## src/cgc_pkg.sv

```systemverilog
// Shared constants and types of the clock gating control block.
// Behaviour
// - Writing one to the USB bit of clock enable starts the 48 MHz USB clock.
// - Writing one to enable bits 8 to 11 starts that programmable clock output.
// - Writing one to disable bit 0 stops the processor clock for idle mode.
// - Writing one to disable bit 7 stops the 48 MHz USB clock.
// - Writing one to a programmable output disable bit stops that output.
// - System clock state reads the live enables and resets to 0x01.
// - State bit 0 is one while the processor clock runs, else zero.
// - State bit 7 is one while the USB clock runs, else zero.
// - Each programmable output state bit follows its enable and disable writes.
// - Writing one to peripheral enable bits 2 to 31 starts that peripheral clock.
// - Bits for peripherals that are not built change nothing.
// - Writing one to a peripheral disable bit stops that peripheral clock.
// - Peripheral state shows running clocks in bits 2 to 31, resets to zero.
// - Writing one to an interrupt enable bit unmasks that status flag.
// - Master ready drops on source or prescaler change, sets when clocks settle.
package cgc_pkg;

    localparam int ADDR_W = 7;

    localparam logic [6:0] OFF_SYS_EN = 7'h00;
    localparam logic [6:0] OFF_SYS_DIS = 7'h04;
    localparam logic [6:0] OFF_SYS_STATE = 7'h08;
    localparam logic [6:0] OFF_PER_EN = 7'h10;
    localparam logic [6:0] OFF_PER_DIS = 7'h14;
    localparam logic [6:0] OFF_PER_STATE = 7'h18;
    localparam logic [6:0] OFF_OSC_CTRL = 7'h20;
    localparam logic [6:0] OFF_MCK_FREQ = 7'h24;
    localparam logic [6:0] OFF_PLL_CTRL = 7'h2C;
    localparam logic [6:0] OFF_MCK_SEL = 7'h30;
    localparam logic [6:0] OFF_PCK0_CFG = 7'h40;
    localparam logic [6:0] OFF_PCK1_CFG = 7'h44;
    localparam logic [6:0] OFF_IRQ_EN = 7'h60;
    localparam logic [6:0] OFF_IRQ_DIS = 7'h64;
    localparam logic [6:0] OFF_STATUS = 7'h68;
    localparam logic [6:0] OFF_IRQ_MASK = 7'h6C;

    // System clock bit positions.
    localparam int PROCESSOR_CLOCK_BIT = 0;
    localparam int USB_PORT_CLOCK_BIT = 7;
    localparam int PROG_CLOCK_OUTPUT_BIT = 8;
    localparam int PROG_CLOCKS = 4;
    localparam logic [31:0] SYS_EN_MASK = 32'h00000F80;
    localparam logic [31:0] SYS_DIS_MASK = 32'h00000F81;
    localparam logic [31:0] SYS_STATE_RESET = 32'h00000001;

    localparam logic [31:0] PER_IMPL_DEFAULT = 32'hFFFFFFFC;
    localparam logic [31:0] PER_STATE_RESET = 32'h00000000;

    // Status flag positions and reset values.
    localparam int OSCILLATOR_STABLE_FLAG = 0;
    localparam int PLL_LOCK_FLAG = 2;
    localparam int MASTER_CLOCK_READY_FLAG = 3;
    localparam int PROG_CLOCK_READY_FLAG = 8;
    localparam int PROG_READY_FLAGS = 3;
    localparam logic [31:0] STATUS_RESET = 32'h00000008;
    localparam logic [31:0] IRQ_MASK_IMPL = 32'h0000070D;
    localparam logic [31:0] IRQ_MASK_RESET = 32'h00000000;

    localparam logic [31:0] OSC_CTRL_RESET = 32'h00000000;
    localparam logic [31:0] OSC_CTRL_MASK = 32'h0000FF03;
    localparam logic [31:0] PLL_CTRL_RESET = 32'h00003F00;
    localparam logic [31:0] PLL_CTRL_MASK = 32'h37FFFFFF;
    localparam logic [31:0] MCK_SEL_RESET = 32'h00000000;
    localparam logic [31:0] CFG_SEL_MASK = 32'h0000001F;
    localparam logic [31:0] PCK_CFG_RESET = 32'h00000000;
    localparam logic [1:0] CLOCK_SOURCE_PLL = 2'h3;

    // Settling counts in clock cycles.
    localparam int PLL_LOCK_CYCLES = 8;
    localparam int MCK_SETTLE_CYCLES = 64;

    typedef enum logic [3:0] {
        CGC_BUS_IDLE = 4'b0001,
        CGC_BUS_WR = 4'b0010,
        CGC_BUS_RD = 4'b0100,
        CGC_BUS_RDOUT = 4'b1000
    } cgc_bus_state_t;

    typedef struct packed {
        logic wr;
        logic [6:0] addr;
    } cgc_aphase_t;

endpackage : cgc_pkg

```

## src/cgc_top.sv

```systemverilog
// Clock gating control with its AHB-Lite register slave and status flags.
`timescale 1ns/1ns
module cgc_top #(
    parameter logic [31:0] PER_IMPL_MASK = cgc_pkg::PER_IMPL_DEFAULT,
    parameter int LOCK_CYCLES = cgc_pkg::PLL_LOCK_CYCLES,
    parameter int SETTLE_CYCLES = cgc_pkg::MCK_SETTLE_CYCLES
) (
    input wire logic hclk,
    input wire logic hresetn,
    input wire logic clk_en,
    input wire logic hsel,
    input wire logic [31:0] haddr,
    input wire logic [1:0] htrans,
    input wire logic hwrite,
    input wire logic [2:0] hsize,
    input wire logic [31:0] hwdata,
    input wire logic hready,
    input wire logic proc_wake,
    output logic [31:0] hrdata,
    output logic hreadyout,
    output logic hresp,
    output logic processor_clock_bit,
    output logic usb_port_clock_48m,
    output logic [3:0] prog_clock_output_bit,
    output logic [31:0] peripheral_clock_bit,
    output logic [4:0] master_clock_config,
    output logic irq
);
    if (LOCK_CYCLES < 1 || LOCK_CYCLES > 255)
        $error("LOCK_CYCLES must be 1 to 255");
    if (SETTLE_CYCLES < 1 || SETTLE_CYCLES > 255)
        $error("SETTLE_CYCLES must be 1 to 255");

    function automatic logic hit(input logic [6:0] a, input logic [6:0] off);
        hit = (a[6:2] == off[6:2]);
    endfunction : hit

    cgc_pkg::cgc_bus_state_t bus_state_reg;
    cgc_pkg::cgc_bus_state_t bus_state_next;
    cgc_pkg::cgc_aphase_t aph_reg;
    logic [31:0] rdata_reg;
    logic hreadyout_reg;
    logic [31:0] sys_state;
    logic [31:0] per_state;
    logic [31:0] irq_mask;
    logic [31:0] osc_ctrl_reg;
    logic [31:0] pll_ctrl_reg;
    logic [31:0] mck_sel_reg;
    logic [31:0] pck0_cfg_reg;
    logic [31:0] pck1_cfg_reg;
    logic osc_stable_reg;
    logic pll_lock_reg;
    logic mck_ready_reg;
    logic [2:0] pck_ready_reg;
    logic [7:0] lock_cnt_reg;
    logic [7:0] settle_cnt_reg;
    logic irq_reg;

    // Address phase and data phase decode.
    wire logic addr_take = clk_en & hsel & hready & htrans[1];
    wire logic wr_phase = clk_en & (bus_state_reg == cgc_pkg::CGC_BUS_WR);
    wire logic wr_sys_en = wr_phase & hit(aph_reg.addr, cgc_pkg::OFF_SYS_EN);
    wire logic wr_sys_dis = wr_phase & hit(aph_reg.addr, cgc_pkg::OFF_SYS_DIS);
    wire logic wr_per_en = wr_phase & hit(aph_reg.addr, cgc_pkg::OFF_PER_EN);
    wire logic wr_per_dis = wr_phase & hit(aph_reg.addr, cgc_pkg::OFF_PER_DIS);
    wire logic wr_osc = wr_phase & hit(aph_reg.addr, cgc_pkg::OFF_OSC_CTRL);
    wire logic wr_pll = wr_phase & hit(aph_reg.addr, cgc_pkg::OFF_PLL_CTRL);
    wire logic wr_mck = wr_phase & hit(aph_reg.addr, cgc_pkg::OFF_MCK_SEL);
    wire logic wr_pck0 = wr_phase & hit(aph_reg.addr, cgc_pkg::OFF_PCK0_CFG);
    wire logic wr_pck1 = wr_phase & hit(aph_reg.addr, cgc_pkg::OFF_PCK1_CFG);
    wire logic wr_irq_en = wr_phase & hit(aph_reg.addr, cgc_pkg::OFF_IRQ_EN);
    wire logic wr_irq_dis = wr_phase & hit(aph_reg.addr, cgc_pkg::OFF_IRQ_DIS);

    // Set and clear vectors; zero bits leave every enable as it was.
    wire logic [31:0] sys_set = {31'h00000000, proc_wake}
        | (wr_sys_en ? (hwdata & cgc_pkg::SYS_EN_MASK) : 32'h00000000);
    wire logic [31:0] sys_clr =
        wr_sys_dis ? (hwdata & cgc_pkg::SYS_DIS_MASK) : 32'h00000000;
    wire logic [31:0] per_set = wr_per_en ? hwdata : 32'h00000000;
    wire logic [31:0] per_clr = wr_per_dis ? hwdata : 32'h00000000;
    wire logic [31:0] irq_set = wr_irq_en ? hwdata : 32'h00000000;
    wire logic [31:0] irq_clr = wr_irq_dis ? hwdata : 32'h00000000;

    cgc_setclr #(
        .W(32),
        .RESET_VAL(cgc_pkg::SYS_STATE_RESET),
        .IMPL_MASK(cgc_pkg::SYS_DIS_MASK)
    ) u_sys (
        .hclk(hclk),
        .hresetn(hresetn),
        .ce(clk_en),
        .set_bits(sys_set),
        .clr_bits(sys_clr),
        .state_reg(sys_state)
    );

    // Unbuilt peripheral bits are masked off inside the register.
    cgc_setclr #(
        .W(32),
        .RESET_VAL(cgc_pkg::PER_STATE_RESET),
        .IMPL_MASK(PER_IMPL_MASK)
    ) u_per (
        .hclk(hclk),
        .hresetn(hresetn),
        .ce(clk_en),
        .set_bits(per_set),
        .clr_bits(per_clr),
        .state_reg(per_state)
    );

    cgc_setclr #(
        .W(32),
        .RESET_VAL(cgc_pkg::IRQ_MASK_RESET),
        .IMPL_MASK(cgc_pkg::IRQ_MASK_IMPL)
    ) u_imr (
        .hclk(hclk),
        .hresetn(hresetn),
        .ce(clk_en),
        .set_bits(irq_set),
        .clr_bits(irq_clr),
        .state_reg(irq_mask)
    );

    // Configuration registers; all but the two programmable clock ones steer the ready flags.
    wire logic [31:0] mck_wdata = hwdata & cgc_pkg::CFG_SEL_MASK;
    wire logic mck_change = wr_mck & (mck_wdata != mck_sel_reg);
    wire logic mck_on_pll = mck_sel_reg[1:0] == cgc_pkg::CLOCK_SOURCE_PLL;
    wire logic mck_drop = mck_change | (wr_pll & mck_on_pll);

    always_ff @(posedge hclk or negedge hresetn)
    begin
        if (!hresetn)
        begin
            osc_ctrl_reg <= cgc_pkg::OSC_CTRL_RESET;
            pll_ctrl_reg <= cgc_pkg::PLL_CTRL_RESET;
            mck_sel_reg <= cgc_pkg::MCK_SEL_RESET;
            pck0_cfg_reg <= cgc_pkg::PCK_CFG_RESET;
            pck1_cfg_reg <= cgc_pkg::PCK_CFG_RESET;
        end
        else if (clk_en)
        begin
            if (wr_osc)
                osc_ctrl_reg <= hwdata & cgc_pkg::OSC_CTRL_MASK;
            if (wr_pll)
                pll_ctrl_reg <= hwdata & cgc_pkg::PLL_CTRL_MASK;
            if (wr_mck)
                mck_sel_reg <= mck_wdata;
            if (wr_pck0)
                pck0_cfg_reg <= hwdata & cgc_pkg::CFG_SEL_MASK;
            if (wr_pck1)
                pck1_cfg_reg <= hwdata & cgc_pkg::CFG_SEL_MASK;
        end
    end

    // The PLL lock flag falls on every PLL write and rises after a fixed count.
    wire logic lock_done = (lock_cnt_reg == 8'h01);
    always_ff @(posedge hclk or negedge hresetn)
    begin
        if (!hresetn)
        begin
            lock_cnt_reg <= 8'h00;
            pll_lock_reg <= 1'b0;
        end
        else if (clk_en)
        begin
            if (wr_pll)
            begin
                lock_cnt_reg <= 8'(LOCK_CYCLES);
                pll_lock_reg <= 1'b0;
            end
            else if (lock_cnt_reg != 8'h00)
            begin
                lock_cnt_reg <= lock_cnt_reg - 8'h01;
                pll_lock_reg <= lock_done;
            end
        end
    end

    // A settling count restarts on each change; on the PLL source it also waits for lock.
    wire logic settle_done = (settle_cnt_reg == 8'h00) & (!mck_on_pll | pll_lock_reg);
    always_ff @(posedge hclk or negedge hresetn)
    begin
        if (!hresetn)
        begin
            settle_cnt_reg <= 8'h00;
            mck_ready_reg <= cgc_pkg::STATUS_RESET[cgc_pkg::MASTER_CLOCK_READY_FLAG];
        end
        else if (clk_en)
        begin
            if (mck_drop)
            begin
                settle_cnt_reg <= 8'(SETTLE_CYCLES);
                mck_ready_reg <= 1'b0;
            end
            else
            begin
                if (settle_cnt_reg != 8'h00)
                    settle_cnt_reg <= settle_cnt_reg - 8'h01;
                if (settle_done)
                    mck_ready_reg <= 1'b1;
            end
        end
    end

    // Oscillator is stable while enabled or bypassed, and clears when both are off.
    always_ff @(posedge hclk or negedge hresetn)
    begin
        if (!hresetn)
            osc_stable_reg <= 1'b0;
        else if (clk_en)
            osc_stable_reg <= osc_ctrl_reg[0] | osc_ctrl_reg[1];
    end

    // Programmable clocks 0 to 2 are reported ready one cycle after their outputs run; clock 3 has no ready flag.
    for (genvar i = 0; i < cgc_pkg::PROG_READY_FLAGS; i++)
    begin : g_pck_ready
        always_ff @(posedge hclk or negedge hresetn)
        begin
            if (!hresetn)
                pck_ready_reg[i] <= 1'b0;
            else if (clk_en)
                pck_ready_reg[i] <= sys_state[cgc_pkg::PROG_CLOCK_OUTPUT_BIT + i];
        end
    end

    wire logic [31:0] status_word = {21'h000000, pck_ready_reg, 4'h0,
        mck_ready_reg, pll_lock_reg, 1'b0, osc_stable_reg};
    wire logic irq_next = |(status_word & irq_mask);

    always_ff @(posedge hclk or negedge hresetn)
    begin
        if (!hresetn)
            irq_reg <= 1'b0;
        else if (clk_en)
            irq_reg <= irq_next;
    end

    // Read selection; reserved and write-only offsets read as zero.
    wire logic [6:0] ra = aph_reg.addr;
    wire logic [31:0] rdata_sel =
        hit(ra, cgc_pkg::OFF_SYS_STATE) ? sys_state :
        hit(ra, cgc_pkg::OFF_PER_STATE) ? per_state :
        hit(ra, cgc_pkg::OFF_OSC_CTRL) ? osc_ctrl_reg :
        hit(ra, cgc_pkg::OFF_PLL_CTRL) ? pll_ctrl_reg :
        hit(ra, cgc_pkg::OFF_MCK_SEL) ? mck_sel_reg :
        hit(ra, cgc_pkg::OFF_PCK0_CFG) ? pck0_cfg_reg :
        hit(ra, cgc_pkg::OFF_PCK1_CFG) ? pck1_cfg_reg :
        hit(ra, cgc_pkg::OFF_STATUS) ? status_word :
        hit(ra, cgc_pkg::OFF_IRQ_MASK) ? irq_mask : 32'h00000000;

    // Reads take one wait state so that a write just before is always visible.
    always_comb
    begin
        bus_state_next = bus_state_reg;
        case (bus_state_reg)
            cgc_pkg::CGC_BUS_RD:
                bus_state_next = cgc_pkg::CGC_BUS_RDOUT;
            cgc_pkg::CGC_BUS_IDLE, cgc_pkg::CGC_BUS_WR, cgc_pkg::CGC_BUS_RDOUT:
                if (addr_take)
                    bus_state_next = hwrite ? cgc_pkg::CGC_BUS_WR : cgc_pkg::CGC_BUS_RD;
                else
                    bus_state_next = cgc_pkg::CGC_BUS_IDLE;
            default:
                bus_state_next = cgc_pkg::CGC_BUS_IDLE;
        endcase
    end

    always_ff @(posedge hclk or negedge hresetn)
    begin
        if (!hresetn)
        begin
            bus_state_reg <= cgc_pkg::CGC_BUS_IDLE;
            aph_reg <= '0;
            rdata_reg <= 32'h00000000;
            hreadyout_reg <= 1'b1;
        end
        else if (clk_en)
        begin
            bus_state_reg <= bus_state_next;
            if (addr_take)
                aph_reg <= '{wr: hwrite, addr: haddr[6:0]};
            if (bus_state_reg == cgc_pkg::CGC_BUS_RD)
                rdata_reg <= rdata_sel;
            hreadyout_reg <= (bus_state_next != cgc_pkg::CGC_BUS_RD);
        end
    end

    assign hrdata = rdata_reg;
    assign hreadyout = hreadyout_reg;
    assign hresp = 1'b0;
    assign processor_clock_bit = sys_state[cgc_pkg::PROCESSOR_CLOCK_BIT];
    assign usb_port_clock_48m = sys_state[cgc_pkg::USB_PORT_CLOCK_BIT];
    assign prog_clock_output_bit = sys_state[cgc_pkg::PROG_CLOCK_OUTPUT_BIT +: 4];
    assign peripheral_clock_bit = per_state;
    assign master_clock_config = mck_sel_reg[4:0];
    assign irq = irq_reg;

    usb_on_a: assert property (@(posedge hclk) disable iff (!hresetn)
        wr_sys_en && hwdata[7] |=> usb_port_clock_48m)
        else $error("USB clock not started by enable write");

    prog_on_a: assert property (@(posedge hclk) disable iff (!hresetn)
        wr_sys_en |=> (prog_clock_output_bit & $past(hwdata[11:8])) == $past(hwdata[11:8]))
        else $error("Programmable output not started by enable write");

    proc_idle_a: assert property (@(posedge hclk) disable iff (!hresetn)
        wr_sys_dis && hwdata[0] && !proc_wake |=> !processor_clock_bit)
        else $error("Processor clock not stopped by disable write");

    usb_off_a: assert property (@(posedge hclk) disable iff (!hresetn)
        wr_sys_dis && hwdata[7] |=> !usb_port_clock_48m)
        else $error("USB clock not stopped by disable write");

    prog_off_a: assert property (@(posedge hclk) disable iff (!hresetn)
        wr_sys_dis |=> (prog_clock_output_bit & $past(hwdata[11:8])) == 4'h0)
        else $error("Programmable output not stopped by disable write");

    sys_read_a: assert property (@(posedge hclk) disable iff (!hresetn)
        clk_en && bus_state_reg == cgc_pkg::CGC_BUS_RD && hit(ra, cgc_pkg::OFF_SYS_STATE)
        |=> hreadyout && hrdata == {20'h00000, prog_clock_output_bit, usb_port_clock_48m,
            6'h00, processor_clock_bit})
        else $error("System clock state read does not match enables");

    per_on_a: assert property (@(posedge hclk) disable iff (!hresetn)
        wr_per_en |=> (peripheral_clock_bit & $past(hwdata) & PER_IMPL_MASK)
            == ($past(hwdata) & PER_IMPL_MASK))
        else $error("Peripheral clock not started by enable write");

    per_off_a: assert property (@(posedge hclk) disable iff (!hresetn)
        wr_per_dis |=> (peripheral_clock_bit & $past(hwdata)) == 32'h00000000)
        else $error("Peripheral clock not stopped by disable write");

    per_unbuilt_a: assert property (@(posedge hclk) disable iff (!hresetn)
        (peripheral_clock_bit & ~PER_IMPL_MASK) == 32'h00000000)
        else $error("Unbuilt peripheral clock became enabled");

    mck_drop_a: assert property (@(posedge hclk) disable iff (!hresetn)
        mck_change |=> !mck_ready_reg [*2])
        else $error("Master ready did not drop on a selection change");

    irq_track_a: assert property (@(posedge hclk) disable iff (!hresetn)
        clk_en |=> irq == $past(irq_next))
        else $error("Interrupt output does not follow masked flags");

    mask_set_a: assert property (@(posedge hclk) disable iff (!hresetn)
        wr_irq_en |=> (irq_mask & $past(hwdata) & cgc_pkg::IRQ_MASK_IMPL)
            == ($past(hwdata) & cgc_pkg::IRQ_MASK_IMPL))
        else $error("Interrupt enable write did not unmask");

    idle_cover_c: cover property (@(posedge hclk) disable iff (!hresetn)
        wr_sys_dis && hwdata[0] ##1 !processor_clock_bit);
    per_cover_c: cover property (@(posedge hclk) disable iff (!hresetn)
        wr_per_en ##[1:20] wr_per_dis);
    mck_cover_c: cover property (@(posedge hclk) disable iff (!hresetn)
        mck_change ##[1:300] mck_ready_reg);
    irq_cover_c: cover property (@(posedge hclk) disable iff (!hresetn)
        $rose(irq));

endmodule : cgc_top

```

## src/cgc_setclr.sv

```systemverilog
// One register of clock enables driven by write-one set and clear vectors.
`timescale 1ns/1ns
module cgc_setclr #(
    parameter int W = 32,
    parameter logic [31:0] RESET_VAL = 32'h00000000,
    parameter logic [31:0] IMPL_MASK = 32'hFFFFFFFF
) (
    input wire logic hclk,
    input wire logic hresetn,
    input wire logic ce,
    input wire logic [W-1:0] set_bits,
    input wire logic [W-1:0] clr_bits,
    output logic [W-1:0] state_reg
);
    logic [W-1:0] state_next;

    if (W < 1 || W > 32)
        $error("cgc_setclr width must be 1 to 32");

    // A set in the same cycle as a clear wins, so a wake event is not lost to a disable write.
    assign state_next = ((state_reg & ~clr_bits) | set_bits) & IMPL_MASK[W-1:0];

    always_ff @(posedge hclk or negedge hresetn)
    begin
        if (!hresetn)
            state_reg <= RESET_VAL[W-1:0];
        else if (ce)
            state_reg <= state_next;
    end

endmodule : cgc_setclr

```

## config.mk

```make
export PLATFORM = sky130hd
export DESIGN_NAME = cgc_top
export DESIGN_NICKNAME = d
export VERILOG_FILES = /design/src/cgc_pkg.sv /design/src/cgc_top.sv /design/src/cgc_setclr.sv
export SDC_FILE = /design/constraint.sdc
export NUM_CORES = 1
export LEC_CHECK = 0
export BUFFER_PORTS_ARGS = -buffer_cell sky130_fd_sc_hd__buf_2
export CAP_MARGIN = 0
export CORE_MARGIN = 2
export CORE_UTILIZATION = 55
export DETAILED_ROUTE_END_ITERATION = 12
export PLACE_DENSITY = 0.86
export SYNTH_ARGS = -nofsm -noshare
export SYNTH_HDL_FRONTEND = slang
export SYNTH_SLANG_ARGS = --single-unit
```

## constraint.sdc

```tcl
create_clock -name hclk -period 2.44 [get_ports hclk]
set_input_delay 0.488 -clock hclk [delete_from_list [all_inputs] [get_ports hclk]]
set_output_delay 0.488 -clock hclk [all_outputs]
set_load 0.02 [all_outputs]
```

Word level (Yosys, flattened, before mapping)
Index checks and enable logic that the tools add are counted. Widths: inputs -> output; s select.

Equal/unequal tests: 22. Add/subtract/negate cells: 2. Reduce and logical (&&, ||, !) cells: 20. Muxes and demuxes: 26. Bitwise gates (word level): 32.

Operator list (number): $mux 32 (4); $mux 11 (7); $mux 30 (2); $and 32x32->32 (1); $mux 8 (4); $not 32->32 (1); $or 32x32->32 (1); $reduce_or 32->1 (1); $eq 5x5->1 const B (6); $mux 12 (2); $and 11x11->11 (2); $reduce_and 2->1 (10); $and 1x1->1 (18); $reduce_bool 8->1 (2); $sub 8x1->8 const B (2); $eq 5x3->1 const B (3); $eq 5x4->1 const B (3); $and 12x12->12 (1); $not 12->12 (1); $or 1x12->12 (1); $or 12x12->12 (1); $not 11->11 (1); $or 11x11->11 (1); $eq 8x1->1 const B (1); 19 further kinds (26).

Input port bits: 76. Logic and storage cells: 123. Register bits after elaboration: 163. Output and inout bits: 78.

Longest topological paths before layout
Gate-level depths: netlist of run 1.

Word-level depth: 10. Mapped depth: 8. Gate-level depth less buffers: 6.

Modules after synthesis
A second synthesis of run 1 with hierarchy kept.

Cell total of the unflattened synthesis: 1041. Area, all modules: 9512.9 µm².

By module, submodules not included: cgc_top (sequential area each 2989.1 µm², area an instance 7412.1 µm², instances 1, cells each 849); cgc_setclr (u_per) (sequential area each 750.7 µm², area an instance 1223.7 µm², instances 1, cells each 100); cgc_setclr (u_sys) (sequential area each 151.4 µm², area an instance 439.2 µm², instances 1, cells each 46); cgc_setclr (u_imr) (sequential area each 150.1 µm², area an instance 437.9 µm², instances 1, cells each 46).

Least setup slack after synthesis of run 1
No wires, ideal clock.

Path type: register -> register. Start: reg lock_cnt_reg[3]. End: reg lock_cnt_reg[0]. Path buffers: 0. Stages on the path, launching flop included: 6. Period minus slack after synthesis: 1.839 ns. Path slack: 0.601 ns. Data required time: 2.315 ns. Setup time: 0.125 ns. Data arrival time: 1.715 ns. Path through: dfrtp_1 -> or3_1 -> nor3_2 -> nand3_1 -> nand2_1 -> mux2_2.

Cells in the longest elaborated chain, start to end: 3.

Ends and longest elaborated chain: start: declaration (line cgc_top.sv:55) `logic [7:0] lock_cnt_reg;`; start signal: assignment (line cgc_top.sv:168) `lock_cnt_reg <= 8'(LOCK_CYCLES);`; start signal: assignment (line cgc_top.sv:173) `lock_cnt_reg <= lock_cnt_reg - 8'h01;`; $reduce_bool 8->1 (line cgc_top.sv:171) `else if (lock_cnt_reg != 8'h00)`; $reduce_bool 2->1 (no line); $reduce_and 2->1 (no line).

Every way passes these cells. A chain may end at the register's enable or synchronous reset.

Worst setup path in the final report of run 1
Start: reg aph_reg (netlist bit ra[6]). End: reg osc_ctrl_reg[11].

Cells in the longest elaborated chain, start to end: 3.

Ends and longest elaborated chain: start: declaration (line cgc_top.sv:40) `cgc_pkg::cgc_aphase_t aph_reg;`; start signal: assignment (line cgc_top.sv:281) `aph_reg <= '{wr: hwrite, addr: haddr[6:0]};`; $eq 5x4->1 (line cgc_top.sv:35) `hit = (a[6:2] == off[6:2]);`; $and 1x1->1 (line cgc_top.sv:66) `wire logic wr_osc = wr_phase & hit(aph_reg.addr, cgc_pkg::OFF_OSC_CTRL);`; $reduce_and 2->1 (no line); end signal: assignment (line cgc_top.sv:134) `osc_ctrl_reg <= cgc_pkg::OSC_CTRL_RESET;`; end signal: assignment (line cgc_top.sv:143) `osc_ctrl_reg <= hwdata & cgc_pkg::OSC_CTRL_MASK;`; end: declaration (line cgc_top.sv:46) `logic [31:0] osc_ctrl_reg;`.

Every way passes these cells.

==> results of run 1 <==
[cell usage after synthesis, drive strengths merged, types with 5 or more instances]
library cell / count
xnor2: 9
mux2: 70
nand2: 66
o21ai: 36
nor3: 15
and3: 5
nand2b: 6
a22o: 33
a22oi: 13
buf: 34
dfstp: 10
xor2: 6
a221oi: 20
a21oi: 19
nor2: 75
nand4: 5
inv: 8
a31oi: 7
dfrtp: 151
clkbuf: 9
nand3: 13
nor2b: 8
[through the flow]
stage	hold WS, ns	util	std cells	setup WS [ns]
finish	0.0281	0.681	995	0.214
global route	0.0570	0.681	994	0.120
CTS	0.0434	0.681	994	0.226
detailed placement	0.464	0.633	962	0.250
global placement	0.453	0.633	962	0.272
floorplan	0.192	-	678	0.601
[layer usage]
metal,track usage,vias to the layer above,share of wire,wire length (um)
met5,0,-,0.00089,17
met4,0.121,2,0.030,574
met3,0.0717,55,0.067,1280
met2,0.442,266,0.49,9450
met1,0.349,3063,0.41,7810
li1,-,2710,-,-
[cell type report]
type | instances | area, um2
Inverter | 8 | 30.0
Multi-Input combinational cell | 466 | 3220
Timing Repair Buffer | 151 | 905
Antenna cell | 1 | 2.50
Clock inverter | 11 | 176
Clock buffer | 21 | 460
Tap cell | 176 | 220
Fill cell | 997 | 4240
Sequential cell | 161 | 4040
[cells by family after synthesis]
logic type | after synthesis
simple gates | 214
flops | 161
compound gates | 156
xor+xnor | 15
fa+ha+maj | 4
other cells | 1
mux | 74
buf+inv | 51
[power by group through the flow]
stage	sequential [W]	clock (W)	combinational, W
CTS	0.00312	0.00288	0.00123
global placement	0.00315	0	0.00117
global route	0.00315	0.00301	0.00137
finish	0.00312	0.00286	0.00123
detailed placement	0.00316	0	0.00121
floorplan	0.00315	0	0.000779
[worst min path at each step]
stage | from | endpoint | slack, ns
after floorplan | hresetn | bus_state_reg[1] | 0.19
after global placement | hrdata[11] | hrdata[11] | 0.45
after detailed placement | hrdata[11] | hrdata[11] | 0.46
after CTS | hresetn | hrdata[2] | 0.04
after global routing | hresetn | settle_cnt_reg[0] | 0.06
final | hresetn | settle_cnt_reg[0] | 0.03
[worst max-delay path: stages, from the launching register on]
cell and delay, ns:
dfrtp_1 0.61, buf_4 0.28, buf_4 0.16, nor3_4 0.41
nand2_2 0.28, mux2_2 0.37
==> metrics, run 1 <==
outcome finished clean; Slew @ Worst Pin 0.616 ns; worst setup path end osc_ctrl_reg[11]; Final setup viols 0; root buffer cell clkbuf_16; post-layout min period 2.23 ns; port bufs 119; register bit total from synthesis 161; Psw 0.00204 W; cell count after synthesis 676; H-tree levels 4; NumNets Final 885; library cells used by synthesis 67; Synth Warn # 0; Peak VDD IR 0.502 mV; Avg WL per Cell 19.2 um; R2R depth 5; Via density 6.13; endpoints failing hold 0; GP Congestion 0.919; Core ar. 13300 um2; Largest register FFs 32; Int Pwr 0.00517 W; share of cells above drive strength 1 0.325; CP arrival 2.54 ns; router iterations before antenna repair 5; GRT overflow 0; Clk network pwr share 0.396; first-pass GRT wire length 30900 um; Reg2Reg Setup Slack 0.21 ns; sequential area share after synthesis 0.539; area grow syn2layout 20.9%; max frequency 0.449 GHz; worst skew pair latency 0.43 ns; post-CTS setup buffers 0; skew final 0.0140 ns; relative slew slack 0.589; clk slew on worst S/H paths 0.07 ns; largest family of logic cells by synthesized area compound AO/OA/AOI/OAI gates; Synth Flop Type dfrtp_1; Synth area leaders dfrtp_1 (50%), mux2_2 (9.0%), a22o_1 (3.9%), nor2_1 (3.7%), dfstp_2 (3.5%); final wirelength 19100 um; cell area after layout 9060 um2; Post-Synth Simple-Gate Area 0.138; crit path kind flip-flop to flip-flop; hold_buf cts 0; worst reg2reg path startpoint ra[6]; Tcrit/Tclk final 0.912; CTS tree yes; Pleak 4.42 nW; Net Sw Frac 0.283; commonest non-fill, non-tap cell in the layout dfrtp_1; Synth top area share 0.504; CP endpoint kind flip-flop; Synth Cell Area 7500 um2; row cnt 42; number of remaining DRC errors 0; Num CTS Buffers 17; RSZ-0062 raised after global routing no; Async S/R FF share, synth 1.00; Initial Util 0.564; IO Pins 154; Synth Area in Adders 0.00668; Synth area leader dfrtp_1; PwrDens 795 nW/um2; Pwr Total 0.00721 W; Sum Neg Setup Slack 0 ns; die area 14600 um2; die height 121 um; r2r endpoint osc_ctrl_reg[11]; mux contribution to synthesized area 0.110; most frequent cells in the layout dfrtp_1 (151), buf_2 (118), nor2_1 (72); Logic pwr share 0.170; Post-DP Area 8420 um2; total track usage 0.274; critical path peak fanout 17; Die Wd 121 um; Initial DRC Count 517; area share of xor/xnor cells in the synthesized design 0.0175; startpoint types flip-flop; post-cts sizing count 0; compound-cell area share of the yosys netlist 0.154; clock sinks 161; Final Max Tran Viols 0; Worst Hold Class primary input to async pin; WP data required 2.75 ns; Via Count 6096; initial antenna violation count 1; Max-Cap Viols 0; number of global-route vias before repair 5919; post-route ant nets 0; number of flops mapped to enable cells by yosys 0; DP Wirelength 12800 um; sequential power share 0.433; syn_area_per_cell 11.1 um2; Critical path origin ra[6]; Max clock buf depth 2; pin count of the biggest net entering global routing 60
Power figures use the tool's default switching activity.
==> inputs of run 2 (changes only) <==
- CORE_UTILIZATION: 55 -> 58
- PLACE_DENSITY: 0.86 -> 0.88
- SYNTH_HIERARCHICAL: default -> 1
==> run 2 against run 1 <==
Die area up 15%. Via count up 26%. Power up 8.7%. Cell count up 32%. First-iteration DRC count up 45%. Critical path depth down 1. Sequential power up 4%. Largest power group unchanged. Worst setup slack worse by 0.059 ns. Clock skew down 0.0087 ns. Highest routed layer is now met4. Critical path type unchanged.
==> metrics, run 2 <==
hold_sp hwdata[20]; Reg area 4040 um2 (unchanged); Int Pwr 0.00548 W (+6.0%); Clk network pwr share 0.385 (-0.011); GP Congestion 0.940 (+2.2%); crit path kind flip-flop to flip-flop; Max clock buf depth 2 (unchanged); hold path depth 3; Post-DP Area 9740 um2 (+16%); IO Pins 154 (unchanged); die area 16700 um2 (+15%); NumNets Final 1170 (+32%); router iterations before antenna repair 6 (+1); Pwr Total 0.00783 W (+8.7%); Pleak 5.02 nW (+14%); initial antenna violation count 0 (-1); Layout Cells excl Fill 1314 (+32%); pin count of the biggest net entering global routing 69 (+15%); cell area after layout 10400 um2 (+15%); Die Wd 129 um (+7.1%); Final Max Tran Viols 0 (unchanged); Via Count 7696 (+26%); Tcrit/Tclk final 0.937 (+0.0243); Net Sw Frac 0.301 (+0.0175); cell count after synthesis 981 (+45%); share of cells above drive strength 1 0.250 (-0.0750); Worst Hold Class primary input to flip-flop; Avg WL per Cell 17.8 um (-7.3%); final wirelength 23400 um (+22%); post-route ant nets 0 (unchanged); Initial Util 0.597 (+0.0332); critical path peak fanout 12 (-5); first-pass GRT wire length 37600 um (+22%); Critical path origin ra[2]; most frequent cells in the layout nand2_1 (204), dfrtp_1 (151), buf_2 (117); R2R depth 4 (-1); r2r endpoint osc_ctrl_reg[11]; Slew @ Worst Pin 0.796 ns (+0.179 ns); Logic pwr share 0.202 (+0.032); die height 129 um (+7.1%); Reg2Reg Setup Slack 0.15 ns (-0.06 ns); Sum Neg Setup Slack 0 ns (unchanged); Core ar. 15300 um2 (+15%); clock sinks 161 (unchanged); post-layout min period 2.29 ns (+0.0593 ns); port bufs 119 (unchanged); RSZ-0062 raised after global routing no; worst skew pair latency 0.44 ns (about the same); Finished Core Util 0.683 (+0.00154); Psw 0.00235 W (+15%); DP Wirelength 15700 um (+22%); Synth Cell Area 9110 um2 (+22%); Largest register FFs 32 (unchanged); total track usage 0.288 (+0.0145); relative slew slack 0.465 (-0.124); Synth Warn # 6 (+6); H-tree levels 4 (unchanged); outcome finished clean; diode count 0 (-1); met3 Use GR 0.0619 (-0.00977); skew final 0.00535 ns (-0.00865 ns); Peak VDD IR 0.565 mV (+13%); Via density 5.86 (-4.4%); clk slew on worst S/H paths 0.06 ns (about the same); CP endpoint kind flip-flop; Final setup viols 0 (unchanged); startpoint types flip-flop; CTS tree yes; PwrDens 752 nW/um2 (-5.5%); WP data required 2.76 ns (about the same); number of global-route vias before repair 7585 (+28%); GRT overflow 0 (unchanged); root buffer cell clkbuf_16; Initial DRC Count 748 (+45%); Max-Cap Viols 0 (unchanged); Top Usage Layer GRT met2; post-CTS setup buffers 0 (unchanged); M2 GR Usage 0.465 (+0.0230); number of remaining DRC errors 0 (unchanged); syn_area_per_cell 9.29 um2 (-16%); commonest non-fill, non-tap cell in the layout nand2_1; row cnt 45 (+7.1%); worst reg2reg path startpoint ra[2]; GRT met1 Usage 0.365 (+0.0162); Fill cells 1109 (+11%); endpoints failing hold 0 (unchanged); multi-input logic area 4470 um2 (+39%); Inst Count DP 1281 (+33%); CP arrival 2.61 ns (+0.07 ns); WHS Endpoint pll_ctrl_reg[20]; sequential power share 0.413 (-0.020); Num CTS Buffers 17 (unchanged); max frequency 0.438 GHz (-2.6%); area grow syn2layout 14.4%
## run 2: cell count changes in the layout (fill, tap and decap cells not counted), sizes merged, moves of 18 or more
cell,change
a21oi,+18
and2,+86
conb,+52
mux2,-30
nand2,+139
nor2,-21
o31ai,+22
## run 2: routing by layer
metal	vias up	share of wire
met1	3721	0.40
met5	-	0
li1	3511	-
met3	84	0.074
met2	380	0.48
met4	0	0.041
## run 2: cell type report
cell class | instances | share of cell area
multi-input combinational | 740 | 0.429
sequential | 161 | 0.388
timing repair buffer | 161 | 0.0909
clock buffer | 19 | 0.0415
tap | 211 | 0.0253
clock inverter | 13 | 0.0225
inverter | 9 | 0.00324
## run 2: power groups by stage
stage	clock, W	combinational, W	sequential, W
3_3_place_gp	0	0.00148	0.00324
3_5_place_dp	0	0.00153	0.00326
2_1_floorplan	0	0.00109	0.00323
4_1_cts	0.00303	0.00157	0.00323
5_1_grt	0.00315	0.00173	0.00327
6_report	0.00301	0.00158	0.00324
## run 2: worst max-delay path by stage
stage                                endpoint  slack [ns]  depth (start not counted)
final                        osc_ctrl_reg[11]        0.15                          4
after global routing        settle_cnt_reg[1]         0.1                          7
after CTS                   settle_cnt_reg[1]        0.16                          7
after detailed placement    settle_cnt_reg[1]        0.12                          7
after global placement    u_per/state_reg[27]        0.18                          9
after floorplan           u_sys/state_reg[11]        0.27                          8
## run 2: timing repair
action,4_1_cts,5_1_grt
hold buffers,1,0
resized for setup,1,0
hold endpoints to repair,38,0
setup endpoints to repair,1,0
## run 2: per-stage QoR
| step | worst slack [ns] | hold slack [ns] |
|---|---|---|
| finish | 0.154 | 0.259 |
| global route | 0.0962 | 0.274 |
| CTS | 0.164 | 0.256 |
| detailed placement | 0.124 | 0.436 |
| global placement | 0.178 | 0.434 |
| floorplan | 0.270 | 0.192 |
## run 2: critical path, stage by stage, from the launching register on
cell     delay (ns)
dfrtp_1        0.56
nor3_1         0.60
nand2_1        0.28
nor2_4         0.35
mux2_2         0.39
==> inputs of run 3 (changes only) <==
- RECOVER_POWER: default -> 100
==> run 3 against run 2 <==
Worst setup slack improved by 0.0062 ns. Global-route usage did not move. Sequential share of layout area rose by 0.62 points. Non-clock buffer count did not move. Power fell by 0.56%. Largest power group unchanged. Cell count did not move. Maximum frequency rose by 0.27%. Critical path depth rose by 3. Clock power barely moved. Count of clock-buffer cells in the layout did not move.
==> metrics, run 3 (synthesis results as in run 2) <==
NumNets Final 1170 (unchanged); total track usage 0.288 (unchanged); Slew @ Worst Pin 1.19 ns (+0.393 ns); row cnt 45 (unchanged); port bufs 119 (unchanged); endpoints failing hold 0 (unchanged); Final setup viols 0 (unchanged); Pleak 4.64 nW (-7.6%); Core ar. 15300 um2 (unchanged); CTS tree yes; first-pass GRT wire length 37600 um (unchanged); clk slew on worst S/H paths 0.06 ns (about the same); post-route ant nets 0 (unchanged); relative slew slack 0.208 (-0.258); GP Congestion 0.940 (unchanged); post-layout min period 2.28 ns (-0.00623 ns); crit path kind flip-flop to flip-flop; Worst Hold Class primary input to flip-flop; Initial Util 0.597 (unchanged); router iterations before antenna repair 7 (+1); Largest stage delay, worst path 0.49 ns (-0.11 ns); Max clock buf depth 2 (unchanged); WP data required 2.81 ns (+0.05 ns); max frequency 0.439 GHz (+0.27%); Via Count 7698 (+0.026%); area grow syn2layout 12.6%; H-tree levels 4 (unchanged); clock sinks 161 (unchanged); root buffer cell clkbuf_16; most frequent cells in the layout nand2_1 (204), dfrtp_1 (151), clkbuf_1 (82); Fill cells 1156 (+4.2%); Num CTS Buffers 17 (unchanged); PwrDens 759 nW/um2 (+1.0%); Peak VDD IR 0.567 mV (+0.30%); IO Pins 154 (unchanged); pin count of the biggest net entering global routing 69 (unchanged); number of global-route vias before repair 7585 (unchanged); Avg WL per Cell 17.9 um (+0.53%); Critical-path top delay cell or4b_1; die area 16700 um2 (unchanged); CP arrival 2.65 ns (+0.04 ns); commonest non-fill, non-tap cell in the layout nand2_1; RSZ-0062 raised after global routing no; GRT overflow 0 (unchanged); Sum Neg Setup Slack 0 ns (unchanged); skew final 0.00758 ns (+0.00224 ns); Initial DRC Count 735 (-1.7%); final wirelength 23600 um (+0.53%); CP endpoint kind flip-flop; number of remaining DRC errors 0 (unchanged); Largest register FFs 32 (unchanged); share of cells above drive strength 1 0.173 (-0.0771); initial antenna violation count 0 (unchanged); DP Wirelength 15700 um (unchanged); startpoint types flip-flop; CP cell instances inv_1 -> ha_1 -> nor4b_2 -> or4b_1 -> nand2_1 -> mux2_2 -> nor2_1; die height 129 um (unchanged); Max-Cap Viols 0 (unchanged); Pwr Total 0.00779 W (-0.56%); Final Max Tran Viols 0 (unchanged); outcome finished clean; Tcrit/Tclk final 0.934 (-0.00255); Via density 5.86 (about the same); diode count 0 (unchanged); critical path peak fanout 4 (-8); Die Wd 129 um (unchanged); worst skew pair latency 0.44 ns (about the same)
[run 3: per-stage QoR]
| stage | util | cells | setup WS (ns) | instance area (um2) | hold WS [ns] |
|---|---|---|---|---|---|
| 6_report | 0.672 | 1314 | 0.161 | 10300 | 0.261 |
| 5_1_grt | 0.672 | 1314 | 0.0542 | 10300 | 0.274 |
| 4_1_cts | 0.683 | 1314 | 0.164 | 10400 | 0.256 |
| 3_5_place_dp | 0.638 | 1281 | 0.124 | 9740 | 0.436 |
| 3_3_place_gp | 0.638 | 1281 | 0.178 | 9740 | 0.434 |
| 2_1_floorplan | - | 1032 | 0.270 | 9300 | 0.192 |
[run 3: critical path, delay by kind of cell (launching register included)]
family,cells,cell delay (ns)
DFF,1,0.37
and+or+nand+nor,4,1.21
adders and majority gates,1,0.16
muxes,1,0.35
buffers and inverters,1,0.11
[run 3: repair_timing]
| item | in CTS | in global routing |
|---|---|---|
| endpoints found under the setup margin | 1 | 0 |
| hold buffers | 1 | 0 |
| resized for setup | 1 | 0 |
| hold endpoints to repair | 38 | 0 |
| setup buffers | 0 | 0 |
[run 3: layout make-up]
| cell class | count | area [um2] | share of cell area |
|---|---|---|---|
| multi-input combinational | 740 | 4450 | 0.434 |
| inverter | 9 | 33.8 | 0.00329 |
| clock inverter | 13 | 234 | 0.0228 |
| sequential | 161 | 4040 | 0.394 |
| clock buffer | 19 | 433 | 0.0422 |
| timing repair buffer | 161 | 802 | 0.0782 |
| tap | 211 | 264 | 0.0257 |
[run 3: report_power, final]
part	internal [W]	total, W	switching, W
Clock	0.00192	0.00302	0.00110
Sequential	0.00295	0.00323	0.000282
Combinational	0.000564	0.00154	0.000974
Total	0.00543	0.00779	0.00235
[run 3: metal layers]
layer,wire length (um),GRT usage,share of wire,vias to the layer above
met5,0,0,0,-
met4,908,0.156,0.039,0
met3,1620,0.0619,0.069,73
met2,11400,0.465,0.48,332
met1,9620,0.365,0.41,3786
li1,-,-,-,3507
[run 3: final timing paths]
| kind | start | endpoint | slack, ns | cells after the start |
|---|---|---|---|---|
| worst max register to register | settle_cnt_reg[0] | settle_cnt_reg[1] | 0.16 | 7 |
| worst max-delay path | settle_cnt_reg[0] | settle_cnt_reg[1] | 0.16 | 7 |
| max in group asynchronous | hresetn | u_per/state_reg[6] | 0.46 | 3 |
| worst min-delay path | hwdata[20] | pll_ctrl_reg[20] | 0.26 | 3 |
| worst min register to register | pll_ctrl_reg[10] | pll_ctrl_reg[10] | 0.47 | 2 |
| min in group asynchronous | hresetn | u_imr/state_reg[2] | 0.80 | 2 |
